### src/core/rfb_pkg.sv
package rfb_pkg;

    // Register addresses as seen in the first byte of an SPI frame.
    localparam logic [6:0] RFB_ADDR_CTRL2 = 7'h08;
    localparam logic [6:0] RFB_ADDR_AFULL = 7'h7e;
    localparam logic [6:0] RFB_ADDR_PORT = 7'h7f;

    // Power-on values of the writable registers.
    localparam logic [7:0] RFB_CTRL2_RST = 8'h00;
    localparam logic [7:0] RFB_AFULL_RST = 8'h37;

    // Width of the almost-full level field, bits 5..0 of its register.
    localparam int RFB_AFTHR_W = 6;

    // SPI frame layout: first byte is direction bit then 7 address bits.
    localparam int RFB_SPI_BITS = 8;
    localparam int RFB_SPI_WR_BIT = 7;

    // Receive buffer geometry and byte width.
    localparam int RFB_FIFO_DEPTH = 64;
    localparam int RFB_BYTE_W = 8;

    // Frame detection defaults: preamble run, sync word and its timeout.
    localparam int RFB_PRE_BITS = 16;
    localparam int RFB_SYNC_W = 16;
    localparam logic [15:0] RFB_SYNC_WORD = 16'h2dd4;
    localparam int RFB_SYNC_TMO_BITS = RFB_SYNC_W + 4;

    // Index of each pin in the synchroniser bank.
    localparam int RFB_PIN_SEL = 0;
    localparam int RFB_PIN_SCLK = 1;
    localparam int RFB_PIN_SDI = 2;
    localparam int RFB_PIN_N = 3;
    localparam logic [2:0] RFB_PIN_RST = 3'h1;

    // Field layout of the second operating and function control register.
    typedef struct packed {
        logic [2:0] antdiv;
        logic multi_pkt;
        logic rsvd3;
        logic low_duty;
        logic buf_clear;
        logic rsvd0;
    } rfb_ctrl2_t;

    // Receive framing states, Gray coded along hunt, sync, store.
    typedef enum logic [1:0] {
        RFB_HUNT_PRE = 2'b00,
        RFB_HUNT_SYNC = 2'b01,
        RFB_STORE = 2'b11
    } rfb_rx_state_t;

endpackage

### src/core/rfb_rx_buffer.sv
`timescale 1ns/1ps

// Byte FIFO with flip-flop storage; DEPTH must be a power of two.
module rfb_fifo #(
    parameter int WIDTH = 8,
    parameter int DEPTH = 64,
    parameter int AW = $clog2(DEPTH)
) (
    input wire logic clk,
    input wire logic reset_n,
    input wire logic flush,
    input wire logic in_valid,
    output logic in_ready,
    input wire logic [WIDTH-1:0] in_data,
    output logic out_valid,
    input wire logic out_ready,
    output logic [WIDTH-1:0] out_data,
    output logic [AW:0] level
);
    localparam logic [AW:0] FULL_COUNT = (AW+1)'(DEPTH);

    logic [WIDTH-1:0] mem_reg [DEPTH];
    logic [AW-1:0] wr_ptr_reg;
    logic [AW-1:0] rd_ptr_reg;
    logic [AW:0] count_reg;
    logic push;
    logic pop;

    // Handshake terms; a full buffer refuses and an empty one offers nothing.
    assign in_ready = (count_reg != FULL_COUNT);
    assign out_valid = (count_reg != '0);
    assign push = in_valid & in_ready;
    assign pop = out_valid & out_ready;
    assign out_data = mem_reg[rd_ptr_reg];
    assign level = count_reg;

    // Storage needs no reset; pointers decide what is valid.
    always_ff @(posedge clk) begin
        if (push) begin
            mem_reg[wr_ptr_reg] <= in_data;
        end
    end

    // Pointers and fill count; flush drops everything at once.
    always_ff @(posedge clk or negedge reset_n) begin
        if (!reset_n) begin
            wr_ptr_reg <= '0;
            rd_ptr_reg <= '0;
            count_reg <= '0;
        end else if (flush) begin
            wr_ptr_reg <= '0;
            rd_ptr_reg <= '0;
            count_reg <= '0;
        end else begin
            if (push) begin
                wr_ptr_reg <= wr_ptr_reg + 1'b1;
            end
            if (pop) begin
                rd_ptr_reg <= rd_ptr_reg + 1'b1;
            end
            if (push && !pop) begin
                count_reg <= count_reg + 1'b1;
            end else if (pop && !push) begin
                count_reg <= count_reg - 1'b1;
            end
        end
    end
endmodule // rfb_fifo

// Overview of operation
// - Buffer 64 received bytes only while receiving.
// - Burst read at 7Fh returns successive bytes.
// - Almost-full level 6 bits, reset 37h.
// - Crossing almost-full level raises active-low interrupt.
// - Clear bit in register 08 empties buffer.
// - Disabled source still sets readable status.
// - Packet handling only with buffered receive.
// - Preamble is alternating bits starting with zero.
// - Store only after preamble and sync found.
// - Raw mode stores every post-sync bit unchecked.
// - Raw mode: Manchester yes, no whitening/CRC.
// - Valid packet clears receive unless multi-packet set.
// - Leave receive state on packet-valid event unless multi-packet set.
module rfb_rx_buffer #(
    parameter int DEPTH = rfb_pkg::RFB_FIFO_DEPTH,
    parameter int PRE_BITS = rfb_pkg::RFB_PRE_BITS,
    parameter logic [15:0] SYNC_WORD = rfb_pkg::RFB_SYNC_WORD
) (
    input wire logic clk,
    input wire logic reset_n,
    input wire logic spi_sel_n,
    input wire logic spi_sclk,
    input wire logic spi_sdi,
    output logic spi_sdo,
    output logic spi_sdo_oe_n,
    input wire logic demod_bit,
    input wire logic demod_valid,
    input wire logic man_en,
    input wire logic pkt_en,
    input wire logic rx_on_set,
    input wire logic pkt_valid_evt,
    input wire logic afull_irq_en,
    input wire logic afull_status_clr,
    output logic irq_n,
    output logic afull_status,
    output logic rx_on,
    output logic pkt_handling_active,
    output logic rx_overflow,
    output rfb_pkg::rfb_ctrl2_t ctrl2
);
    import rfb_pkg::*;

    localparam int AW = $clog2(DEPTH);

    logic [RFB_PIN_N-1:0] pin_s1_reg;
    logic [RFB_PIN_N-1:0] pin_s2_reg;
    logic [RFB_PIN_N-1:0] pin_s3_reg;
    logic [RFB_PIN_N-1:0] pin_f_reg;
    logic sclk_prev_reg;
    logic sel_f;
    logic sclk_rise;
    logic [6:0] sh_in_reg;
    logic [2:0] bit_cnt_reg;
    logic in_data_reg;
    logic is_write_reg;
    logic [6:0] addr_reg;
    logic [7:0] tx_reg;
    logic [7:0] spi_byte;
    logic byte_end;
    logic rd_load;
    logic [6:0] rd_addr;
    logic [7:0] rd_val;
    logic wr_strobe;
    rfb_ctrl2_t ctrl2_reg;
    logic [RFB_AFTHR_W-1:0] afthr_reg;
    logic sdo_reg;
    logic sdo_oe_n_reg;
    logic rx_on_reg;
    rfb_rx_state_t rx_state_reg;
    logic last_bit_reg;
    logic [7:0] run_reg;
    logic [15:0] sync_sh_reg;
    logic [7:0] tmo_reg;
    logic chip_half_reg;
    logic chip_first_reg;
    logic data_valid;
    logic data_bit;
    logic [7:0] asm_reg;
    logic [2:0] asm_cnt_reg;
    logic pend_reg;
    logic [7:0] pend_data_reg;
    logic overflow_reg;
    logic fifo_in_ready;
    logic fifo_out_valid;
    logic [7:0] fifo_out_data;
    logic [AW:0] fifo_level;
    logic above_reg;
    logic status_reg;
    logic irq_n_reg;
    logic pkt_act_reg;
    logic flush;
    logic pop_due_reg;

    // Three-stage synchronisers; a pin change is taken once stages 2 and 3
    // agree, which filters a single-sample glitch.
    for (genvar i = 0; i < RFB_PIN_N; i++) begin : g_pin
        always_ff @(posedge clk or negedge reset_n) begin
            if (!reset_n) begin
                pin_s1_reg[i] <= RFB_PIN_RST[i];
                pin_s2_reg[i] <= RFB_PIN_RST[i];
                pin_s3_reg[i] <= RFB_PIN_RST[i];
                pin_f_reg[i] <= RFB_PIN_RST[i];
            end else begin
                pin_s1_reg[i] <= (i == RFB_PIN_SEL) ? spi_sel_n :
                                 (i == RFB_PIN_SCLK) ? spi_sclk : spi_sdi;
                pin_s2_reg[i] <= pin_s1_reg[i];
                pin_s3_reg[i] <= pin_s2_reg[i];
                if (pin_s2_reg[i] == pin_s3_reg[i]) begin
                    pin_f_reg[i] <= pin_s3_reg[i];
                end
            end
        end
    end

    // Edge finding on the filtered serial clock.
    assign sel_f = pin_f_reg[RFB_PIN_SEL];
    assign sclk_rise = !sel_f & pin_f_reg[RFB_PIN_SCLK] & !sclk_prev_reg;
    assign byte_end = sclk_rise & (bit_cnt_reg == 3'(RFB_SPI_BITS - 1));
    assign spi_byte = {sh_in_reg, pin_f_reg[RFB_PIN_SDI]};
    assign wr_strobe = byte_end & in_data_reg & is_write_reg;
    assign rd_load = byte_end & (in_data_reg ? !is_write_reg :
                                 !spi_byte[RFB_SPI_WR_BIT]);
    // The buffer port keeps its address in a burst; others step forward.
    assign rd_addr = !in_data_reg ? spi_byte[6:0] :
                     (addr_reg == RFB_ADDR_PORT) ? addr_reg :
                     addr_reg + 7'h01;

    // Read mux; reserved bits and unmapped addresses read as zero.
    always_comb begin
        rd_val = 8'h00;
        case (rd_addr)
            RFB_ADDR_CTRL2: rd_val = ctrl2_reg;
            RFB_ADDR_AFULL: rd_val = {2'b00, afthr_reg};
            RFB_ADDR_PORT: rd_val = fifo_out_valid ? fifo_out_data : 8'h00;
            default: rd_val = 8'h00;
        endcase
    end

    // SPI frame tracking: header byte, then data bytes until deselect.
    always_ff @(posedge clk or negedge reset_n) begin
        if (!reset_n) begin
            sclk_prev_reg <= 1'b0;
            sh_in_reg <= 7'h00;
            bit_cnt_reg <= 3'h0;
            in_data_reg <= 1'b0;
            is_write_reg <= 1'b0;
            addr_reg <= 7'h00;
        end else begin
            sclk_prev_reg <= pin_f_reg[RFB_PIN_SCLK];
            if (sel_f) begin
                bit_cnt_reg <= 3'h0;
                in_data_reg <= 1'b0;
            end else if (sclk_rise) begin
                sh_in_reg <= spi_byte[6:0];
                bit_cnt_reg <= bit_cnt_reg + 3'h1;
                if (byte_end && !in_data_reg) begin
                    in_data_reg <= 1'b1;
                    is_write_reg <= spi_byte[RFB_SPI_WR_BIT];
                    addr_reg <= spi_byte[6:0];
                end else if (byte_end) begin
                    addr_reg <= (addr_reg == RFB_ADDR_PORT) ? addr_reg :
                                addr_reg + 7'h01;
                end
            end
        end
    end

    // Outgoing shifter; data moves just after each rising edge so the host
    // sees it settled well before the next one.
    always_ff @(posedge clk or negedge reset_n) begin
        if (!reset_n) begin
            tx_reg <= 8'h00;
            sdo_reg <= 1'b0;
            sdo_oe_n_reg <= 1'b1;
        end else begin
            sdo_oe_n_reg <= sel_f;
            if (rd_load) begin
                tx_reg <= rd_val;
                sdo_reg <= rd_val[7];
            end else if (sclk_rise) begin
                tx_reg <= {tx_reg[6:0], 1'b0};
                sdo_reg <= tx_reg[6];
            end
        end
    end

    // Writable registers.
    always_ff @(posedge clk or negedge reset_n) begin
        if (!reset_n) begin
            ctrl2_reg <= rfb_ctrl2_t'(RFB_CTRL2_RST);
            afthr_reg <= RFB_AFULL_RST[RFB_AFTHR_W-1:0];
        end else if (wr_strobe) begin
            if (addr_reg == RFB_ADDR_CTRL2) begin
                ctrl2_reg <= spi_byte;
                ctrl2_reg.rsvd3 <= 1'b0;
                ctrl2_reg.rsvd0 <= 1'b0;
            end
            if (addr_reg == RFB_ADDR_AFULL) begin
                afthr_reg <= spi_byte[RFB_AFTHR_W-1:0];
            end
        end
    end

    assign flush = ctrl2_reg.buf_clear;

    // Receive-on flag; a start request wins over a same-cycle stop.
    always_ff @(posedge clk or negedge reset_n) begin
        if (!reset_n) begin
            rx_on_reg <= 1'b0;
            pkt_act_reg <= 1'b0;
        end else begin
            if (rx_on_set) begin
                rx_on_reg <= 1'b1;
            end else if (pkt_valid_evt && pkt_en && !ctrl2_reg.multi_pkt) begin
                rx_on_reg <= 1'b0;
            end
            pkt_act_reg <= pkt_en & rx_on_reg & !flush;
        end
    end

    // Framing: hunt preamble, hunt sync with timeout, then store.
    always_ff @(posedge clk or negedge reset_n) begin
        if (!reset_n) begin
            rx_state_reg <= RFB_HUNT_PRE;
            last_bit_reg <= 1'b0;
            run_reg <= 8'h00;
            sync_sh_reg <= 16'h0000;
            tmo_reg <= 8'h00;
        end else if (!rx_on_reg || flush) begin
            rx_state_reg <= RFB_HUNT_PRE;
            run_reg <= 8'h00;
            tmo_reg <= 8'h00;
        end else if (demod_valid) begin
            last_bit_reg <= demod_bit;
            sync_sh_reg <= {sync_sh_reg[14:0], demod_bit};
            case (rx_state_reg)
                RFB_HUNT_PRE: begin
                    if (run_reg != 8'h00 && demod_bit != last_bit_reg) begin
                        run_reg <= run_reg + 8'h01;
                    end else begin
                        run_reg <= demod_bit ? 8'h00 : 8'h01;
                    end
                    if (run_reg >= 8'(PRE_BITS)) begin
                        rx_state_reg <= RFB_HUNT_SYNC;
                        tmo_reg <= 8'h00;
                    end
                end
                RFB_HUNT_SYNC: begin
                    if ({sync_sh_reg[14:0], demod_bit} == SYNC_WORD) begin
                        rx_state_reg <= RFB_STORE;
                    end else if (tmo_reg >= 8'(RFB_SYNC_TMO_BITS)) begin
                        rx_state_reg <= RFB_HUNT_PRE;
                        run_reg <= 8'h00;
                    end
                    // Timeout counts only once the preamble pattern stops.
                    if (demod_bit != last_bit_reg && tmo_reg == 8'h00) begin
                        tmo_reg <= 8'h00;
                    end else begin
                        tmo_reg <= tmo_reg + 8'h01;
                    end
                end
                RFB_STORE: rx_state_reg <= RFB_STORE;
                default: rx_state_reg <= RFB_HUNT_PRE;
            endcase
        end
    end

    // Manchester pairs only.
    // Chip pair 10 gives a one and 01 gives a zero; no de-whitening and no
    // CRC or header check happen here.
    always_ff @(posedge clk or negedge reset_n) begin
        if (!reset_n) begin
            chip_half_reg <= 1'b0;
            chip_first_reg <= 1'b0;
        end else if (rx_state_reg != RFB_STORE || !man_en) begin
            chip_half_reg <= 1'b0;
        end else if (demod_valid) begin
            chip_half_reg <= !chip_half_reg;
            chip_first_reg <= demod_bit;
        end
    end

    assign data_valid = demod_valid & (rx_state_reg == RFB_STORE) &
                        (!man_en | chip_half_reg);
    assign data_bit = man_en ? chip_first_reg : demod_bit;

    // Raw bits to bytes.
    // One byte may wait for room; a second finished meanwhile is lost and
    // flagged, since the modem stream cannot be paused.
    always_ff @(posedge clk or negedge reset_n) begin
        if (!reset_n) begin
            asm_reg <= 8'h00;
            asm_cnt_reg <= 3'h0;
            pend_reg <= 1'b0;
            pend_data_reg <= 8'h00;
            overflow_reg <= 1'b0;
        end else if (flush || rx_state_reg != RFB_STORE) begin
            asm_cnt_reg <= 3'h0;
            pend_reg <= pend_reg & !flush;
            overflow_reg <= overflow_reg & !flush;
        end else begin
            if (pend_reg && fifo_in_ready) begin
                pend_reg <= 1'b0;
            end
            if (data_valid) begin
                asm_reg <= {asm_reg[6:0], data_bit};
                asm_cnt_reg <= asm_cnt_reg + 3'h1;
                if (asm_cnt_reg == 3'h7) begin
                    if (pend_reg && !fifo_in_ready) begin
                        overflow_reg <= 1'b1;
                    end else begin
                        pend_reg <= 1'b1;
                        pend_data_reg <= {asm_reg[6:0], data_bit};
                    end
                end
            end
        end
    end

    // Pop once shifted.
    // The pop waits for the next rise, so a burst's end loses no byte.
    always_ff @(posedge clk or negedge reset_n) begin
        if (!reset_n) begin
            pop_due_reg <= 1'b0;
        end else if (rd_load && rd_addr == RFB_ADDR_PORT) begin
            pop_due_reg <= fifo_out_valid;
        end else if (sel_f || sclk_rise || flush) begin
            pop_due_reg <= 1'b0;
        end
    end

    rfb_fifo #(
        .WIDTH(RFB_BYTE_W),
        .DEPTH(DEPTH)
    ) u_fifo (
        .clk(clk),
        .reset_n(reset_n),
        .flush(flush),
        .in_valid(pend_reg & rx_on_reg),
        .in_ready(fifo_in_ready),
        .in_data(pend_data_reg),
        .out_valid(fifo_out_valid),
        .out_ready(pop_due_reg & sclk_rise),
        .out_data(fifo_out_data),
        .level(fifo_level)
    );

    // Status despite mask.
    // A crossing in the same cycle as a clear keeps the status set.
    always_ff @(posedge clk or negedge reset_n) begin
        if (!reset_n) begin
            above_reg <= 1'b0;
            status_reg <= 1'b0;
            irq_n_reg <= 1'b1;
        end else begin
            above_reg <= (fifo_level > (AW+1)'(afthr_reg));
            if ((fifo_level > (AW+1)'(afthr_reg)) && !above_reg) begin
                status_reg <= 1'b1;
            end else if (afull_status_clr) begin
                status_reg <= 1'b0;
            end
            irq_n_reg <= !(status_reg & afull_irq_en);
        end
    end

    assign spi_sdo = sdo_reg;
    assign spi_sdo_oe_n = sdo_oe_n_reg;
    assign irq_n = irq_n_reg;
    assign afull_status = status_reg;
    assign rx_on = rx_on_reg;
    assign pkt_handling_active = pkt_act_reg;
    assign rx_overflow = overflow_reg;
    assign ctrl2 = ctrl2_reg;
endmodule // rfb_rx_buffer

### config.mk
export PLATFORM = sky130hd
export DESIGN_NAME = rfb_rx_buffer
export DESIGN_NICKNAME = d
export VERILOG_FILES = /design/src/core/rfb_pkg.sv /design/src/core/rfb_rx_buffer.sv
export SDC_FILE = /design/constraint.sdc
export NUM_CORES = 1
export LEC_CHECK = 0
export ABC_AREA = 1
export BUFFER_PORTS_ARGS = -buffer_cell sky130_fd_sc_hd__buf_2
export CORE_MARGIN = 2
export CORE_UTILIZATION = 35
export CTS_CLUSTER_DIAMETER = 120
export DETAILED_ROUTE_END_ITERATION = 12
export PLACE_DENSITY = 0.47
export SLEW_MARGIN = 10
export SYNTH_ARGS = -nofsm -noshare
export SYNTH_HDL_FRONTEND = slang
export SYNTH_SLANG_ARGS = --single-unit
### constraint.sdc
create_clock -name clk -period 5.32 [get_ports clk]
set_input_delay 1.064 -clock clk [delete_from_list [all_inputs] [get_ports clk]]
set_output_delay 1.064 -clock clk [all_outputs]
set_load 0.01 [all_outputs]
==> results of run 1 <==
==> final cells by class <==
class | instances | area [µm²]
clock buffers | 98 | 2060
clock inverters | 31 | 313
fillers | 7452 | 46400
inverters | 126 | 478
multi-input cells | 1605 | 7560
flip-flops and latches | 645 | 18700
well taps | 1040 | 1300
repair buffers | 56 | 389
==> Yosys cell counts, types with 2 or more instances <==
cell type,instances
a21oi_1,116
a31o_2,2
or2_2,3
a21boi_0,5
ha_1,25
o211ai_1,5
dfstp_2,11
a22o_1,2
nor2_4,6
o22ai_1,39
clkbuf_1,55
nand3_1,192
edfxtp_1,512
nor2_2,4
dfrtp_1,122
a211oi_1,14
nor4_1,2
clkinv_1,2
mux2_2,3
inv_1,115
o21ai_1,13
buf_1,7
maj3_1,3
nor3_1,42
nand3_2,6
nand4_1,18
o21ai_0,151
nor2_1,194
nor3b_1,3
xnor2_1,4
buf_2,50
xor2_1,7
inv_2,9
a21o_1,2
buf_4,5
nand2_1,713
a21oi_2,3
nand2_2,9
nor3_4,3
==> worst max-delay path: cells and delay by family, from the launching register on <==
family                 cells  cell delay, ns
flip-flops                 1            0.41
buffers and inverters      1            0.24
AND/OR/NAND/NOR            5            2.50
==> per-layer routing <==
metal,wire (µm),global-route usage [%]
met1,33300,25.3
met2,34100,29.1
met3,4160,2.89
met4,1640,5.45
met5,0,0
==> worst paths after layout <==
path / from / endpoint / slack, ns / cells after the start
max: u_fifo.level[1]$_DFFE_PN0P_ / u_fifo.mem_reg[43][5]$_DFFE_PP_ / 1.76 / 6
min: pin_s1_reg[0]$_DFF_PN1_ / pin_s2_reg[0]$_DFF_PN1_ / 0.36 / 0
max reg2reg: u_fifo.level[1]$_DFFE_PN0P_ / u_fifo.mem_reg[43][5]$_DFFE_PP_ / 1.76 / 6
min reg2reg: pin_s1_reg[0]$_DFF_PN1_ / pin_s2_reg[0]$_DFF_PN1_ / 0.36 / 0
max in group asynchronous: reset_n / pend_data_reg[4]$_DFFE_PN0P_ / 3.63 / 2
min in group asynchronous: reset_n / addr_reg[1]$_DFFE_PN0P_ / 0.56 / 1
==> power breakdown <==
part,leakage (µW),total (µW),switching (µW),internal [µW]
clock,0.00116,5000,2000,3010
sequential,0.00742,5600,81.4,5510
combinational,0.00356,501,340,161
==> stage by stage <==
step | worst slack [ns] | utilization (%) | cell area (µm²) | instances
4_1_cts | 1.78 | 39.9 | 30800 | 3601
6_report | 1.76 | 39.9 | 30800 | 3601
3_3_place_gp | 1.95 | 36.9 | 28500 | 3472
3_5_place_dp | 1.80 | 36.9 | 28500 | 3472
2_1_floorplan | 2.81 | - | 27300 | 2493
5_1_grt | 1.62 | 39.9 | 30800 | 3601
==> logic make-up after synthesis <==
family	after synthesis
XOR/XNOR	11
flip-flops	645
adder cells (fa/ha/maj)	29
buffers and inverters	243
AND/OR/NAND/NOR	1200
multiplexers	3
AO/OA/AOI/OAI	360
other	1
==> reports/qor.yml, run 1 <==
layout:
  drive_above_1_share_pct: 9.25
  final_common_cell: "nand2_1"
  fin_nets: 2546
  antenna_cells: 0
  syn_to_final_growth_pct: 13.2
  largest_register_ffs: 512
  final_cell_mix: "713 x nand2_1, 512 x edfxtp_1, 193 x nor2_1"
clock_network:
  cts_max_path_buffers: 3
  cts_inserted_buffers: 73
  clock_sinks: 645
  post_cts_resized: 0
  hold_buffers: 0
  cts_max_level: 3
  clock_latency_ns: 0.61
  path_clk_slew_ns: 0.06
  postCtsSetupBuffers: 0
  cts_tree: "yes"
  root_buffer: "clkbuf_16"
die:
  start_util_pct: 35.3
  core_area_mm2: 0.0772
  die_height_um: 283
  rows: 102
  die-area_mm2: 0.0801
  dieWidth_um: 283
  io_pins: 28
synth:
  synth_top_area_share_pct: 56.4
  synth-seq-area-share_pct: 68.7
  synth-xor-area-share_pct: 0.354
  synth_top_family_by_area: "simple AND/OR/NAND/NOR gates"
  synth_warnings: 0
  synth.cell_area_mm2: 0.0272
  yosysTopAreaCell: "edfxtp_1"
  synth_area_per_cell_um2: 10.9
  synth_seq_cells: 645
  synth_cell_type_count: 54
  syn-instance-count: 2492
  yosys.area_share.simple_pct: 18.6
  synth_fa_ha_area_share_pct: 1.33
  synthMuxAreaShare_pct: 0.124
  async_reset_ff_share_pct: 20.6
  synth.area.top_cells: "edfxtp_1 56%, dfrtp_1 11%, nand2_1 9.8%"
  synth-compound-area-share_pct: 7.25
  synth-main-ff-cell: "edfxtp_1"
  synth-edff-count: 512
sta:
  rsz0062_at_grt: "no"
  fin_crit_sh_pct: 66.9
  setup_violations: 0
  slew_violations: 0
  tightestPinTransition_ns: 1.29
  max_freq_mhz: 281
  max_slew_margin_pct: 13.4
  setup-tns-final_ns: 0
  holdWs_ns: 0.357
  finClkSkew_ns: 0.0232
  min_period_ns: 3.56
  hold_viol: 0
run:
  max_cap_viol_count: 0
power:
  p_leak_uw: 0.0121
  power_density_mw_per_mm2: 360
  power_uw: 11100
  peakVddDrop_uv: 222
placement:
  portBuffers: 25
  dp_hpwl_um: 43200
  gp_congestion: 0.828
setup_path:
  crit_chain: "nor4_1, nand3_1, nand2_1, inv_2, nand4_1, nor2_1"
  slowest_stage: "nor2_1"
  critPathRequiredTime_ns: 5.54
  crit_type: "reg -> reg"
  worstSetupStartpointType: "flip-flop"
  cpPeakStageDelay_ns: 1.07
  critPathMaxFanout: 10
  critPathArrivalTime_ns: 3.78
  worst_setup_path_end_kind: "flip-flop"
drt:
  avgViaCountPerCell: 5.05
  firstDrtPassIters: 5
  totalWireLength_um: 73200
  route.detailed.drc: 0
  ant_nets: 0
  wl_per_cell_um: 20.3
  dr.first_iter.drc_count: 1525
  vias: 18200
global_routing:
  grtUsageTotal_pct: 18.1
  grt_pass1_wl_um: 112000
  first_global_vias: 18400
  antenna_found_initial: 1
  grt_remaining_overflow: 0
  grt_max_degree: 129
status:
  status: "complete, no violations"
worst_hold_path:
  hold_class: "reg -> reg"
(Power assumes the default switching activity.)
==> inputs of run 2 (changes only) <==
Settings changed: ABC_AREA 1 to 0, PLACE_DENSITY 0.47 to 0.49.
Clock period 5.32 ns to 3 ns, I/O delays scaled along.
==> run 2 against run 1 <==
Net effect:
- sequential share of layout area rose by 0.28 points
- clock power rose by 70%
- global-route usage shrank 1.3 points
- first-iteration DRC count shrank 16%
- worst setup slack got worse by 1.6 ns
- critical path depth rose by 2
- fmax up 25%
- largest cell class unchanged
- highest routed layer is now met5
==> reports/qor.yml, run 2 <==
status:
  status: "complete, no violations"
die:
  rows: 100
  start_util_pct: 35.4
  die-area_mm2: 0.0774
  io_pins: 28
  core_area_mm2: 0.0744
  die_height_um: 278
  dieWidth_um: 278
placement:
  gp_congestion: 0.817
  portBuffers: 25
  dp_cells: 2627
  dp_hpwl_um: 42400
  postPlaceCellArea_mm2: 0.0284
drt:
  m1WireLength_um: 29600
  route.detailed.drc: 0
  totalWireLength_um: 64900
  met3WireLength_um: 3120
  wl_per_cell_um: 23.6
  dr.max_layer_used: "met5"
  dr.first_iter.drc_count: 1279
  avgViaCountPerCell: 5.27
  vias: 14500
  firstDrtPassIters: 5
  ant_nets: 0
  route.met2.wl_um: 30200
synth:
  synth_area_per_cell_um2: 16.6
  synth.cell_area_mm2: 0.0263
  synth_warnings: 0
  syn-instance-count: 1582
  synth_top_area_share_pct: 58.4
  synth_most_common_cell: "edfxtp_1"
  synthTopCellsByCount: "512 x edfxtp_1, 129 x nor2_1, 122 x dfrtp_1, 99 x mux4_2, 95 x nand2_1"
  synth-main-ff-cell: "edfxtp_1"
  synth.area.top_cells: "edfxtp_1 58%, dfrtp_1 12%, mux4_2 8.5%"
  async_reset_ff_share_pct: 20.6
  yosysTopAreaCell: "edfxtp_1"
  synth-edff-count: 512
  synth_cell_type_count: 73
  synth_seq_cells: 645
  synth-seq-area-share_pct: 71.1
clock_network:
  cts_max_level: 3
  path_clk_slew_ns: 0.06
  clock_sinks: 645
  cts_inserted_buffers: 72
  clock_latency_ns: 0.61
  root_buffer: "clkbuf_16"
  cts_max_path_buffers: 3
  cts_tree: "yes"
  hold_buffers: 0
power:
  switchingPower_uw: 5060
  sw_frac_of_total_pct: 24.1
  power_density_mw_per_mm2: 683
  p_leak_uw: 0.0110
  combinationalPowerShare_pct: 9.4
  peakVddDrop_uv: 450
  clkPwrFrac_pct: 40.5
  power.sequential.fraction_pct: 50.1
  p_int_uw: 15900
global_routing:
  antenna_found_initial: 2
  grtUsageTotal_pct: 16.9
  first_global_vias: 14700
  grt_remaining_overflow: 0
  grt_max_degree: 73
  grt_pass1_wl_um: 96700
sta:
  max_slew_margin_pct: 35.9
  setup_violations: 0
  min_period_ns: 2.85
  slew_violations: 0
  finClkSkew_ns: 0.0193
  setup-tns-final_ns: 0
  tightestPinTransition_ns: 0.958
  fin_crit_sh_pct: 95.0
  holdWs_ns: 0.00976
  rsz0062_at_grt: "yes"
  hold_viol: 0
  max_freq_mhz: 351
layout:
  final_cell_mix: "512 x edfxtp_1, 128 x nor2_1, 121 x buf_4"
  final_cells: 2755
  fillCellCount: 6657
  final_area_mm2: 0.0307
  drive_above_1_share_pct: 24.7
  largest_register_ffs: 512
  multiInputGateArea_mm2: 0.00715
  fin_nets: 1773
  antenna_cells: 0
  syn_to_final_growth_pct: 16.6
  seq_area_mm2: 0.0187
  final_common_cell: "edfxtp_1"
setup_path:
  path_delay_family: "simple AND/OR/NAND/NOR gates"
  crit_buf_inv: 0
  critPathArrivalTime_ns: 3.37
  crit_type: "reg -> reg"
  slowest_stage: "a211oi_1"
  cpPeakStageDelay_ns: 0.69
  crit_chain: "ha_1, and4_2, a311oi_1, a211oi_1, nand3_1, nor3_4, nor3_1, a211oi_2"
  critPathRequiredTime_ns: 3.52
  critPathMaxFanout: 7
  worstSetupStartpointType: "flip-flop"
  worst_setup_path_end_kind: "flip-flop"
worst_hold_path:
  hold_class: "in -> async"
run:
  max_cap_viol_count: 0
[run 2: cell types whose count changed in the layout (fill, tap and decap cells not counted), moves of 65 or more]
cell	delta
nand2_1	-618
o21ai_0	-104
a21oi_1	-89
mux4_2	+99
mux2i_1	+79
inv_1	-84
nand3_1	-173
buf_4	+92
nor2_1	-65
[run 2: layout make-up]
type,instances,share of cell area [%]
Clock buffer,92,6.29
Clock inverter,34,1.02
Inverter,30,0.367
Multi-Input combinational cell,829,23.3
Sequential cell,645,61.0
Tap cell,969,3.95
Timing Repair Buffer,156,4.04
[run 2: per-layer routing]
metal  vias to the layer above  global-route usage (%)
li1                       6520                       -
met1                      7577                    23.4
met2                       321                    26.5
met3                       112                    3.35
met4                         2                    6.08
met5                         -                       0
[run 2: power groups by stage]
stage	Clock [µW]	Combinational, µW	Sequential, µW
after detailed placement	0	1940	10700
after CTS	8710	1960	10500
after global routing	9040	2170	10600
after global placement	0	1920	10700
after floorplan	0	1180	10600
final	8490	1960	10500
[run 2: worst reg2reg max path, cell delays in order, from the launching register on]
cell and delay, ns:
dfrtp_1 0.44, ha_1 0.30, and4_2 0.28, a311oi_1 0.10
a211oi_1 0.69, nand3_1 0.32, nor3_4 0.34, nor3_1 0.11
a211oi_2 0.20
[run 2: cell families after synthesis]
| family | synth area share (%) |
|---|---|
| xor gates and xnor gates | 0.532 |
| DFF | 71.1 |
| adders and majority gates | 1.38 |
| AOI/OAI and AO/OA | 5.79 |
| and+or+nand+nor | 6.09 |
| muxes | 13.2 |
| other | 0.0142 |
| buffers and inverters | 1.85 |
[run 2: repair_timing]
action | in CTS | in global routing
endpoints found under the setup margin | 1 | 3
gates resized for setup | 2 | 6
pin swaps | 0 | 2
buffers inserted | 0 | 2
[run 2: path summary, 6_finish.rpt]
path	startpoint	endpoint	slack, ns	depth (start not counted)
min in group clk	spi_sel_n	pin_s1_reg[0]$_DFF_PN1_	0.11	1
hold reg to reg	pin_s1_reg[0]$_DFF_PN1_	pin_s2_reg[0]$_DFF_PN1_	0.35	0
max in group asynchronous	reset_n	sync_sh_reg[9]$_DFFE_PN0P_	2.21	2
setup reg to reg	addr_reg[0]$_DFFE_PN0P_	tx_reg[3]$_DFFE_PN0P_	0.15	8
hold / removal	reset_n	pin_s1_reg[2]$_DFF_PN0_	0.01	1
setup / recovery	addr_reg[0]$_DFFE_PN0P_	tx_reg[3]$_DFFE_PN0P_	0.15	8
[run 2: metrics by stage]
| stage | setup slack [ns] | power [µW] | utilization, % |
|---|---|---|---|
| 2_1_floorplan | 0.0468 | 11700 | - |
| 3_3_place_gp | -0.0894 | 12600 | 38.2 |
| 3_5_place_dp | -0.0968 | 12600 | 38.2 |
| 4_1_cts | 0.0275 | 21200 | 41.2 |
| 5_1_grt | -0.0376 | 21800 | 41.2 |
| 6_report | 0.150 | 21000 | 41.2 |
